**config.mk**
```make
export PLATFORM = sky130hd
export DESIGN_NAME = rscl_loader
export DESIGN_NICKNAME = d
export VERILOG_FILES = /design/src/rtl/rscl_crc8.v /design/src/rtl/rscl_loader.v
export VERILOG_INCLUDE_DIRS = /design/src /design/src/rtl
export SDC_FILE = /design/constraint.sdc
export NUM_CORES = 1
export LEC_CHECK = 0
export BUFFER_PORTS_ARGS = -buffer_cell sky130_fd_sc_hd__buf_2
export CAP_MARGIN = 20
export CORE_AREA = 2 2 145 104
export CTS_BUF_LIST = sky130_fd_sc_hd__clkbuf_2
export CTS_CLUSTER_DIAMETER = 60
export CTS_CLUSTER_SIZE = 20
export DETAILED_ROUTE_END_ITERATION = 8
export DIE_AREA = 0 0 147 106
export GPL_TIMING_DRIVEN = 1
export PLACE_DENSITY = 0.69
export SLEW_MARGIN = 5
export SYNTH_ARGS = -nofsm -noshare
export SYNTH_HDL_FRONTEND = slang
export SYNTH_SLANG_ARGS = --single-unit
```
**constraint.sdc**
```tcl
create_clock -name mclk -period 3.2 [get_ports mclk]
set_input_delay 0.48 -clock mclk [delete_from_list [all_inputs] [get_ports mclk]]
set_output_delay 0.48 -clock mclk [all_outputs]
set_load 0.01 [all_outputs]
```
**src/rtl/rscl_consts.vh**
```
/*
 holds the constants of the reset and start-up configuration loader:
 register offsets, field positions, reset values and timing counts.
 assumes inclusion by bare name from design and bench files.
*/
`ifndef RSCL_CONSTS_VH
`define RSCL_CONSTS_VH

// apb register offsets (byte addresses)
`define RSCL_OFF_CTRL 12'h000
`define RSCL_OFF_STAT 12'h004
`define RSCL_OFF_PDN 12'h008
`define RSCL_OFF_CFG 12'h00C
`define RSCL_OFF_DATA 12'h010

// control register fields
`define RSCL_CTRL_BOOTEEP 0
`define RSCL_CTRL_OUTEN 1

// status register fields
`define RSCL_STAT_DONE 0
`define RSCL_STAT_LOCK 1
`define RSCL_STAT_SYNCD 2
`define RSCL_STAT_ABORT 3
`define RSCL_STAT_EEPLD 4

// reset values
`define RSCL_PDN_RST 10'h000
`define RSCL_CFG_RST 8'h00

// image sizes: first block, full image, checksum position
`define RSCL_OTP_FIRST 8'h08
`define RSCL_IMG_LAST 8'hB3
`define RSCL_EEP_CRC 8'hB4

// minimum external reset pulse width in ns, and clock period in ns
`define RSCL_RST_MIN_NS 10
`define RSCL_CLK_NS 25
// least time rounds up, never below one cycle
`define RSCL_RST_MIN_CYC (((`RSCL_RST_MIN_NS + `RSCL_CLK_NS - 1) / `RSCL_CLK_NS) < 1 ? 1 : \
   ((`RSCL_RST_MIN_NS + `RSCL_CLK_NS - 1) / `RSCL_CLK_NS))

`endif

```
**src/rtl/rscl_crc8.v**
```verilog
/*
 holds a byte-serial crc-8 (poly 0x07) engine used to check an eeprom image.
 assumes one clock and a synchronous clear from the sequencer.
*/
`include "rscl_consts.vh"

module rscl_crc8 (
   input wire mclk, // system clock
   input wire resetn, // async reset, active low
   input wire crcClear, // restart the checksum
   input wire crcEn, // fold in one byte
   input wire [7:0] crcByte, // byte to fold in
   output reg [7:0] crcVal_r // running checksum
);

   // one byte through the polynomial, msb first
   function [7:0] crcStep;
      input [7:0] c;
      input [7:0] d;
      integer i;
      reg [7:0] x;
      begin
         x = c ^ d;
         for (i = 0; i < 8; i = i + 1) begin
            x = x[7] ? ({x[6:0], 1'b0} ^ 8'h07) : {x[6:0], 1'b0};
         end
         crcStep = x;
      end
   endfunction

   // clear wins over a byte in the same cycle: a new image starts fresh
   always @(posedge mclk or negedge resetn) begin
      if (!resetn) begin
         crcVal_r <= 8'h00;
      end else if (crcClear) begin
         crcVal_r <= 8'h00;
      end else if (crcEn) begin
         crcVal_r <= crcStep(crcVal_r, crcByte);
      end
   end

endmodule // rscl_crc8

```
**src/rtl/rscl_loader.v**
```verilog
/*
 holds the start-up sequencer: reset hold, otp load, optional eeprom
 boot with checksum, serial-port gating, pll lock start, divider sync,
 output-domain power-down, and an apb register slave.
 assumes otp and eeprom readers answer one byte per request with a
 valid pulse, and that the pll lock input is synchronous to mclk.
*/
// Implementation choices: the address map and the APB register port.
`include "rscl_consts.vh"

// What this block does
// - reset while power-up reset or pin asserted
// - registers held at defaults during reset
// - state machines held in initial state
// - serial port ignores accesses during reset
// - clock outputs disabled during reset
// - alarm status bits cleared during reset
// - leave reset after both resets released
// - first load initial block from otp
// - loaded boot bit chooses eeprom or otp
// - eeprom values overwrite otp values
// - serve port, start lock after loading
// - sync output dividers once pll locks
// - host may overwrite registers after init
// - per-output-domain power-down only
// - eeprom boot requests bus as master
// - no serial answers during eeprom boot
// - nack or bad checksum aborts, sets flag
module rscl_loader #(
   parameter NDOM = 10, // number of output power domains
   parameter NOUT = 12 // number of clock outputs
) (
   input wire mclk, // system clock, 40 mhz
   input wire resetn, // async system reset, active low
   input wire porActive, // internal power-up reset, active high
   input wire external_reset_low, // external reset pin, active low
   output reg otpReq, // request one otp byte
   output reg [7:0] otpAddr, // otp byte address
   input wire otpValid, // otp byte ready pulse
   input wire [7:0] otpData, // otp byte
   output reg eepReq, // request one eeprom byte
   output reg [7:0] eepAddr, // eeprom byte offset
   output reg [6:0] eepDevAddr, // eeprom bus address
   input wire eepValid, // eeprom byte ready pulse
   input wire eepNack, // eeprom read not acknowledged
   input wire [7:0] eepData, // eeprom byte
   output reg imgWe, // image write strobe
   output reg [7:0] imgAddr, // image write address
   output reg [7:0] imgData, // image write data
   output wire serialEnable, // serial port may answer
   output reg pllStart, // start pll lock attempt
   input wire pllLocked, // pll lock report
   output reg divSync, // one-cycle divider sync pulse
   output reg [NOUT-1:0] clkOutEn, // clock output enables
   output reg [NDOM-1:0] domPowerDown, // output domain power-down
   input wire [11:0] paddr, // apb address
   input wire psel, // apb select
   input wire penable, // apb enable
   input wire pwrite, // apb direction
   input wire [31:0] pwdata, // apb write data
   output reg [31:0] prdata, // apb read data
   output wire pready, // apb ready
   output wire pslverr // apb error
);

   // state codes, one-hot
   localparam S_RST = 7'b0000001; // held in reset
   localparam S_OTP1 = 7'b0000010; // loading initial otp block
   localparam S_OTP2 = 7'b0000100; // loading rest from otp
   localparam S_EEP = 7'b0001000; // loading from eeprom
   localparam S_CRC = 7'b0010000; // reading stored checksum
   localparam S_LOCK = 7'b0100000; // waiting for pll lock
   localparam S_RUN = 7'b1000000; // running, dividers synced

   reg [6:0] state_r; // sequencer state
   reg [6:0] state_nxt; // next sequencer state
   reg waitByte_r; // a byte request is outstanding
   reg [7:0] ctrl_r; // startup control image
   reg [7:0] cfg_r; // eeprom bus address image
   reg cfgDone_r; // configuration finished or aborted
   reg abort_r; // boot abort alarm, sticky
   reg synced_r; // dividers synchronised
   reg lockSeen_r; // lock alarm, sticky
   reg eepLoaded_r; // eeprom image accepted
   reg [7:0] lastByte_r; // last eeprom byte offset reached
   wire inReset; // combined reset condition
   wire [7:0] crcVal; // running checksum
   wire crcClear; // restart checksum
   wire crcEn; // fold one byte

   // either source of reset holds the device
   assign inReset = porActive | ~external_reset_low;

   // port answers only once configured and not in reset
   assign serialEnable = cfgDone_r & ~inReset;

   assign crcClear = (state_r == S_OTP1);
   assign crcEn = (state_r == S_EEP) & eepValid & ~eepNack;

   rscl_crc8 u_crc (
      .mclk(mclk),
      .resetn(resetn),
      .crcClear(crcClear),
      .crcEn(crcEn),
      .crcByte(eepData),
      .crcVal_r(crcVal)
   );

   // sequencer next state
   always @* begin
      state_nxt = state_r;
      case (state_r)
         S_RST: begin
            if (!inReset) begin
               state_nxt = S_OTP1;
            end
         end
         S_OTP1: begin
            // after the first block, boot bit decides the source
            if (otpValid && otpAddr == `RSCL_OTP_FIRST - 8'h01) begin
               state_nxt = ctrl_r[`RSCL_CTRL_BOOTEEP] ? S_EEP : S_OTP2;
            end
         end
         S_OTP2: begin
            if (otpValid && otpAddr == `RSCL_IMG_LAST) begin
               state_nxt = S_LOCK;
            end
         end
         S_EEP: begin
            if (eepNack) begin
               state_nxt = S_LOCK;
            end else if (eepValid && eepAddr == `RSCL_IMG_LAST) begin
               state_nxt = S_CRC;
            end
         end
         S_CRC: begin
            if (eepNack || eepValid) begin
               state_nxt = S_LOCK;
            end
         end
         S_LOCK: begin
            if (pllLocked) begin
               state_nxt = S_RUN;
            end
         end
         S_RUN: begin
            state_nxt = S_RUN;
         end
         default: begin
            state_nxt = S_RST;
         end
      endcase
      if (inReset) begin
         state_nxt = S_RST;
      end
   end

   // sequencer state and byte fetch engine
   always @(posedge mclk or negedge resetn) begin
      if (!resetn) begin
         state_r <= S_RST;
         waitByte_r <= 1'b0;
         otpReq <= 1'b0;
         otpAddr <= 8'h00;
         eepReq <= 1'b0;
         eepAddr <= 8'h00;
         eepDevAddr <= 7'h00;
         imgWe <= 1'b0;
         imgAddr <= 8'h00;
         imgData <= 8'h00;
         cfgDone_r <= 1'b0;
         pllStart <= 1'b0;
         divSync <= 1'b0;
         synced_r <= 1'b0;
         eepLoaded_r <= 1'b0;
         lastByte_r <= 8'h00;
      end else begin
         state_r <= state_nxt;
         otpReq <= 1'b0;
         eepReq <= 1'b0;
         imgWe <= 1'b0;
         divSync <= 1'b0;
         if (inReset) begin
            // everything back to its initial condition
            waitByte_r <= 1'b0;
            otpAddr <= 8'h00;
            eepAddr <= 8'h00;
            cfgDone_r <= 1'b0;
            pllStart <= 1'b0;
            synced_r <= 1'b0;
            eepLoaded_r <= 1'b0;
            // last offset is software-visible, so it must not survive a reset
            lastByte_r <= 8'h00;
            eepDevAddr <= 7'h00;
            imgAddr <= 8'h00;
            imgData <= 8'h00;
         end else begin
            case (state_r)
               S_OTP1, S_OTP2: begin
                  // otp byte: issue, then write into the image
                  if (!waitByte_r) begin
                     otpReq <= 1'b1;
                     waitByte_r <= 1'b1;
                  end else if (otpValid) begin
                     waitByte_r <= 1'b0;
                     imgWe <= 1'b1;
                     imgAddr <= otpAddr;
                     imgData <= otpData;
                     otpAddr <= otpAddr + 8'h01;
                     if (state_nxt == S_EEP) begin
                        eepAddr <= `RSCL_OTP_FIRST;
                        eepDevAddr <= cfg_r[6:0];
                     end
                  end
               end
               S_EEP, S_CRC: begin
                  // eeprom byte: bus master fetch, then overwrite, or in S_CRC compare with the checksum
                  if (eepNack) begin
                     waitByte_r <= 1'b0;
                  end else if (!waitByte_r) begin
                     eepReq <= 1'b1;
                     waitByte_r <= 1'b1;
                  end else if (eepValid) begin
                     waitByte_r <= 1'b0;
                     lastByte_r <= eepAddr;
                     if (state_r == S_EEP) begin
                        imgWe <= 1'b1;
                        imgAddr <= eepAddr;
                        imgData <= eepData;
                        eepAddr <= (eepAddr == `RSCL_IMG_LAST) ? `RSCL_EEP_CRC : eepAddr + 8'h01;
                     end else begin
                        eepLoaded_r <= (eepData == crcVal);
                     end
                  end
               end
               S_LOCK: begin
                  cfgDone_r <= 1'b1;
                  pllStart <= 1'b1;
                  if (pllLocked) begin
                     divSync <= 1'b1;
                     synced_r <= 1'b1;
                  end
               end
               default: begin
                  waitByte_r <= 1'b0;
               end
            endcase
         end
      end
   end

   // abort alarm: set by nack or checksum mismatch, software clears
   // by writing one; set wins over clear, reset clears
   always @(posedge mclk or negedge resetn) begin
      if (!resetn) begin
         abort_r <= 1'b0;
         lockSeen_r <= 1'b0;
      end else if (inReset) begin
         abort_r <= 1'b0;
         lockSeen_r <= 1'b0;
      end else begin
         if ((state_r == S_EEP || state_r == S_CRC) && eepNack) begin
            abort_r <= 1'b1;
         end else if (state_r == S_CRC && eepValid && eepData != crcVal) begin
            abort_r <= 1'b1;
         end else if (psel && penable && pwrite && paddr == `RSCL_OFF_STAT &&
               pwdata[`RSCL_STAT_ABORT]) begin
            abort_r <= 1'b0;
         end
         if (synced_r && pllLocked) begin
            lockSeen_r <= 1'b1;
         end else if (psel && penable && pwrite && paddr == `RSCL_OFF_STAT &&
               pwdata[`RSCL_STAT_LOCK]) begin
            lockSeen_r <= 1'b0;
         end
      end
   end

   // software registers; image loads mirror the startup bytes
   always @(posedge mclk or negedge resetn) begin
      if (!resetn) begin
         ctrl_r <= 8'h00;
         cfg_r <= `RSCL_CFG_RST;
         domPowerDown <= `RSCL_PDN_RST;
      end else if (inReset) begin
         ctrl_r <= 8'h00;
         cfg_r <= `RSCL_CFG_RST;
         domPowerDown <= `RSCL_PDN_RST;
      end else if (imgWe && imgAddr == 8'h00) begin
         ctrl_r <= imgData;
      end else if (imgWe && imgAddr == 8'h01) begin
         cfg_r <= imgData;
      end else if (cfgDone_r && psel && penable && pwrite) begin
         // overwrites allowed only after initialisation
         case (paddr)
            `RSCL_OFF_CTRL: ctrl_r <= pwdata[7:0];
            `RSCL_OFF_CFG: cfg_r <= pwdata[7:0];
            `RSCL_OFF_PDN: domPowerDown <= pwdata[NDOM-1:0];
            default: ctrl_r <= ctrl_r;
         endcase
      end
   end

   // outputs open only when synced; powered-down domains stay off.
   // domains 0..7 own one output, 8 and 9 own two each
   always @(posedge mclk or negedge resetn) begin : outEnProc
      integer k;
      if (!resetn) begin
         clkOutEn <= {NOUT{1'b0}};
      end else begin
         for (k = 0; k < NOUT; k = k + 1) begin
            clkOutEn[k] <= ~inReset & synced_r & ctrl_r[`RSCL_CTRL_OUTEN] &
               ~domPowerDown[(k < 8) ? k : 8 + (k - 8) / 2];
         end
      end
   end

   // apb read mux; zero wait states
   assign pready = 1'b1;
   assign pslverr = psel & penable & ~(paddr == `RSCL_OFF_CTRL || paddr == `RSCL_OFF_STAT ||
      paddr == `RSCL_OFF_PDN || paddr == `RSCL_OFF_CFG || paddr == `RSCL_OFF_DATA);

   always @(posedge mclk or negedge resetn) begin
      if (!resetn) begin
         prdata <= 32'h00000000;
      end else if (psel && !penable && !pwrite) begin
         case (paddr)
            `RSCL_OFF_CTRL: prdata <= {24'h000000, ctrl_r};
            `RSCL_OFF_STAT: prdata <= {27'h0000000, eepLoaded_r, abort_r, synced_r, lockSeen_r, cfgDone_r};
            `RSCL_OFF_PDN: prdata <= {{(32-NDOM){1'b0}}, domPowerDown};
            `RSCL_OFF_CFG: prdata <= {24'h000000, cfg_r};
            `RSCL_OFF_DATA: prdata <= {24'h000000, lastByte_r};
            default: prdata <= 32'h00000000;
         endcase
      end
   end

endmodule // rscl_loader
```
==> impl_results.md <==
- Status: complete, no violations
- Max-Cap Viols: 0
- Leakage dissipation: 3.581 nW
- Predominant post-synthesis flop cell: dfrtp_1
- Yosys top cell by area: dfrtp_1
- Peak supply drop: ~0.00019 V
- CP Max Fanout: 16
- Root Buffer: clkbuf_2
- Setup TNS: 0 ns
- Post-CTS Setup Bufs: 0
- Crit-path slowest cell: or4_1
- Fill cells: around 1300
- TritonCTS Buffers: 17
- Post-Synthesis Cells: 632
- FF-to-FF Start: state_r[3]$_DFF_PN0_
- RSZ-0062 raised after global routing: no
- Layout cells sized above 1: 27.81%
- Max Clock Freq: 0.3567 GHz
- Number of synthesized flops with an enable pin: 0
- Avg WL per Cell: 18.61 µm
- Global-route wire length before repair: 28650 µm
- GR Util All Layers: 23.81%
- Initial Utilization: 43.82%
- Min Hold Slack: 0.02813 ns
- Final net count: roughly 850
- Final Max Tran Viols: 0
- Post-synth cell types: 60
- Bufs on Longest Clock Path: 2
- Main area contributors after synthesis: dfrtp_1 (47%), mux2_2 (4.7%), nor2_1 (4.5%)
- Final period util: 87.61%
- Initial antenna violation count: 0
- Multi-input gate area: 0.003039 mm²
- Number of port buffers: 126
- Mapped cell area: 0.006289 mm²
- Setup Skew: 0.03657 ns
- Min-Delay Path Class: primary input to flip-flop
- TritonCTS clock tree: yes
- Worst-skew pair later-pin latency: 0.71 ns
- Die X: approximately 150 µm
- Total number of vias: 5526
- Slew Limit Headroom: 30.51%
- Largest net degree at the start of global routing: 51
- Max incr delay on CP: 0.64 ns
- Pwr dens: 390.9 mW/mm²
- Top Ports: 172
- H-Tree Depth: 4
- Share of flip-flops with an asynchronous set or reset: 100.0%
- Worst-Margin Slew: between 1 and 1.5 ns
- Clk slew on worst S/H paths: 0.19 ns
- Design area: between 0.007 and 0.008 mm²
- Crit Path Category: flip-flop to flip-flop
- Crit path buf inv count: 1
- Die H: between 100 and 150 µm
- DRT antenna net count: 0
- Gr ovfl total: 0
- FF+latch count, synth: 118
- Clk sinks: 118
- Synth top area share: 46.56%
- Synth-to-Final Area Change: 18.30%
- Residual DRC: 0
- CP Launch Type: flip-flop
- Endpoint class of the critical path: flip-flop
- Delay-heaviest family, CP: simple AND/OR/NAND/NOR gates
- Antenna cell count: 0
- CP required: 3.79 ns
- Syn Area/Cell: 9.950 µm²
- Detailed Place HPWL: 13310 µm
- Setup violators final: 0
- RD Place Congestion: 0.8933
- Sequential share of the synthesized area: between 40% and 50%
- Initial DRC count: 590
- Post-Place Cell Area: between 0.007 and 0.008 mm²
- FF/Latch Area: 0.002954 mm²
- Die footprint: 0.01558 mm²
- Hold_sp: pwdata[9]
- TritonRoute pass-1 iters: 5
- Row count: 37
- Minimum clock period: 2.804 ns
- Pwr Total: between 2 and 3 mW
- Worst-path cell chain: or4_1 -> nor4_1 -> a41o_1 -> buf_4 -> nor2_1 -> a311oi_1
- Synth warn: 0
- Final hold violation count: 0
- Vias per inst: between 5 and 6
- Crit. Startpoint: state_r[3]$_DFF_PN0_
- Core area: about 0.014 mm²
- Post-Route WL: 18220 µm
- Vias in the first global route: 5119
- Arr. time, crit path: between 3 and 4 ns
[timing repair]
item / CTS / global route
endpoints found under the hold margin: 51 / 3
hold buffers: 6 / 3
resized for setup: 0 / 0
[final cells by class]
type,count,area share (%)
Multi-Input combinational cell,463,40.85
Sequential cell,118,39.71
Timing Repair Buffer,157,11.94
Tap cell,195,3.280
Clock inverter,12,2.170
Clock buffer,20,1.345
Inverter,14,0.7064
[registers in the layout, indices dropped and copies added, names as in the netlist, 7 cells and up]
| register | cells |
|---|---|
| cfg_r | 8 |
| clkOutEn | 10 |
| ctrl_r | 8 |
| domPowerDown | 10 |
| eepAddr | 8 |
| eepDevAddr | 7 |
| imgAddr | 8 |
| imgData | 8 |
| lastByte_r | 8 |
| otpAddr | 8 |
| prdata | 10 |
| state_r | 7 |
| u_crc.crcVal_r | 8 |
[cells in the mapped netlist (all sizes together), types with 2 or more instances]
library cell / count
nor4bb: 2
nand3: 17
inv: 14
a22o: 19
o22a: 4
o21ai: 21
nor4: 8
o211ai: 3
a221oi: 7
nor2b: 5
xnor2: 18
nand2b: 4
nand4b: 4
nor3: 10
conb: 2
clkbuf: 25
nand4: 7
buf: 33
nor4b: 6
and4: 3
nor2: 76
xor2: 13
a21o: 2
dfrtp: 117
or4: 5
mux2i: 28
or3: 7
or2: 2
and2: 4
a222oi: 3
ha: 5
mux2: 26
nand2: 70
o21a: 3
and3: 5
a22oi: 5
a31oi: 4
a21oi: 15
a311oi: 16
[power by group]
group	total, mW	internal, mW	switching, mW
Clock	1.10	0.511	0.584
Sequential	1.54	1.52	0.0211
Combinational	0.275	0.107	0.168
[per-stage QoR]
stage	instances	setup slack (ns)	utilization, %
after floorplan	653	0.7605	-
after global placement	938	0.5157	49.39
after detailed placement	938	0.5235	49.39
after CTS	976	0.4768	51.63
after global routing	979	0.2325	51.84
final	979	0.3965	51.84
[layout by cell type (no fill, tap or decap), drive strengths merged, types with 6 or more instances in the layout]
cell type	netlist	layout
nor2	76	76
nor3	10	10
nand3	17	17
xor2	13	13
or3	7	7
a221oi	7	7
a311oi	16	16
conb	2	23
clkbuf	25	20
nor4b	6	6
dfrtp	117	117
inv	14	14
mux2i	28	28
xnor2	18	18
a22o	19	19
nor4	8	8
buf	33	148
o21ai	21	21
nand2	70	70
dlygate4sd3	0	9
nand4	7	7
mux2	26	26
clkinv	0	6
a21oi	15	15
[cell families (layout without fill, tap and decap cells)]
kind of cell               count (synthesis)  after routing  share of synthesized area, %
AOI/OAI and AO/OA                        112            112                         13.27
xor gates and xnor gates                  31             31                         4.318
adders and majority gates                  5              5                        0.9948
buffers and inverters                     72            203                         6.088
DFF                                      118            118                         46.98
muxes                                     54             54                         9.113
other                                      2             23                        0.1194
and+or+nand+nor                          238            238                         19.12
[worst register-to-register path: stages, from the launching register on]
cell and delay [ns]:
dfrtp_1 0.51, or4_1 0.65, nor4_1 0.56, a41o_1 0.38
buf_4 0.27, nor2_1 0.06, a311oi_1 0.27
[routing by layer]
metal	global-route usage [%]	part of all wire [%]	vias up
li1	-	-	2506
met1	37.20	47	2704
met2	33.70	43	293
met3	4.807	9.0	23
met4	5.769	1.1	0
met5	0	0	-
[worst paths after layout]
check | to | slack, ns | cells after the start
setup / recovery | imgAddr[6]$_DFFE_PN0P_ | 0.40 | 6
hold / removal | domPowerDown[9]$_DFFE_PN0P_ | 0.03 | 3
setup reg to reg | imgAddr[6]$_DFFE_PN0P_ | 0.40 | 6
hold reg to reg | clkOutEn[9]$_DFF_PN0_ | 0.50 | 1
max in group asynchronous | imgAddr[2]$_DFFE_PN0P_ | 1.99 | 3
min in group asynchronous | imgData[2]$_DFFE_PN0P_ | 0.34 | 2
Power figures use the tool's default switching activity.
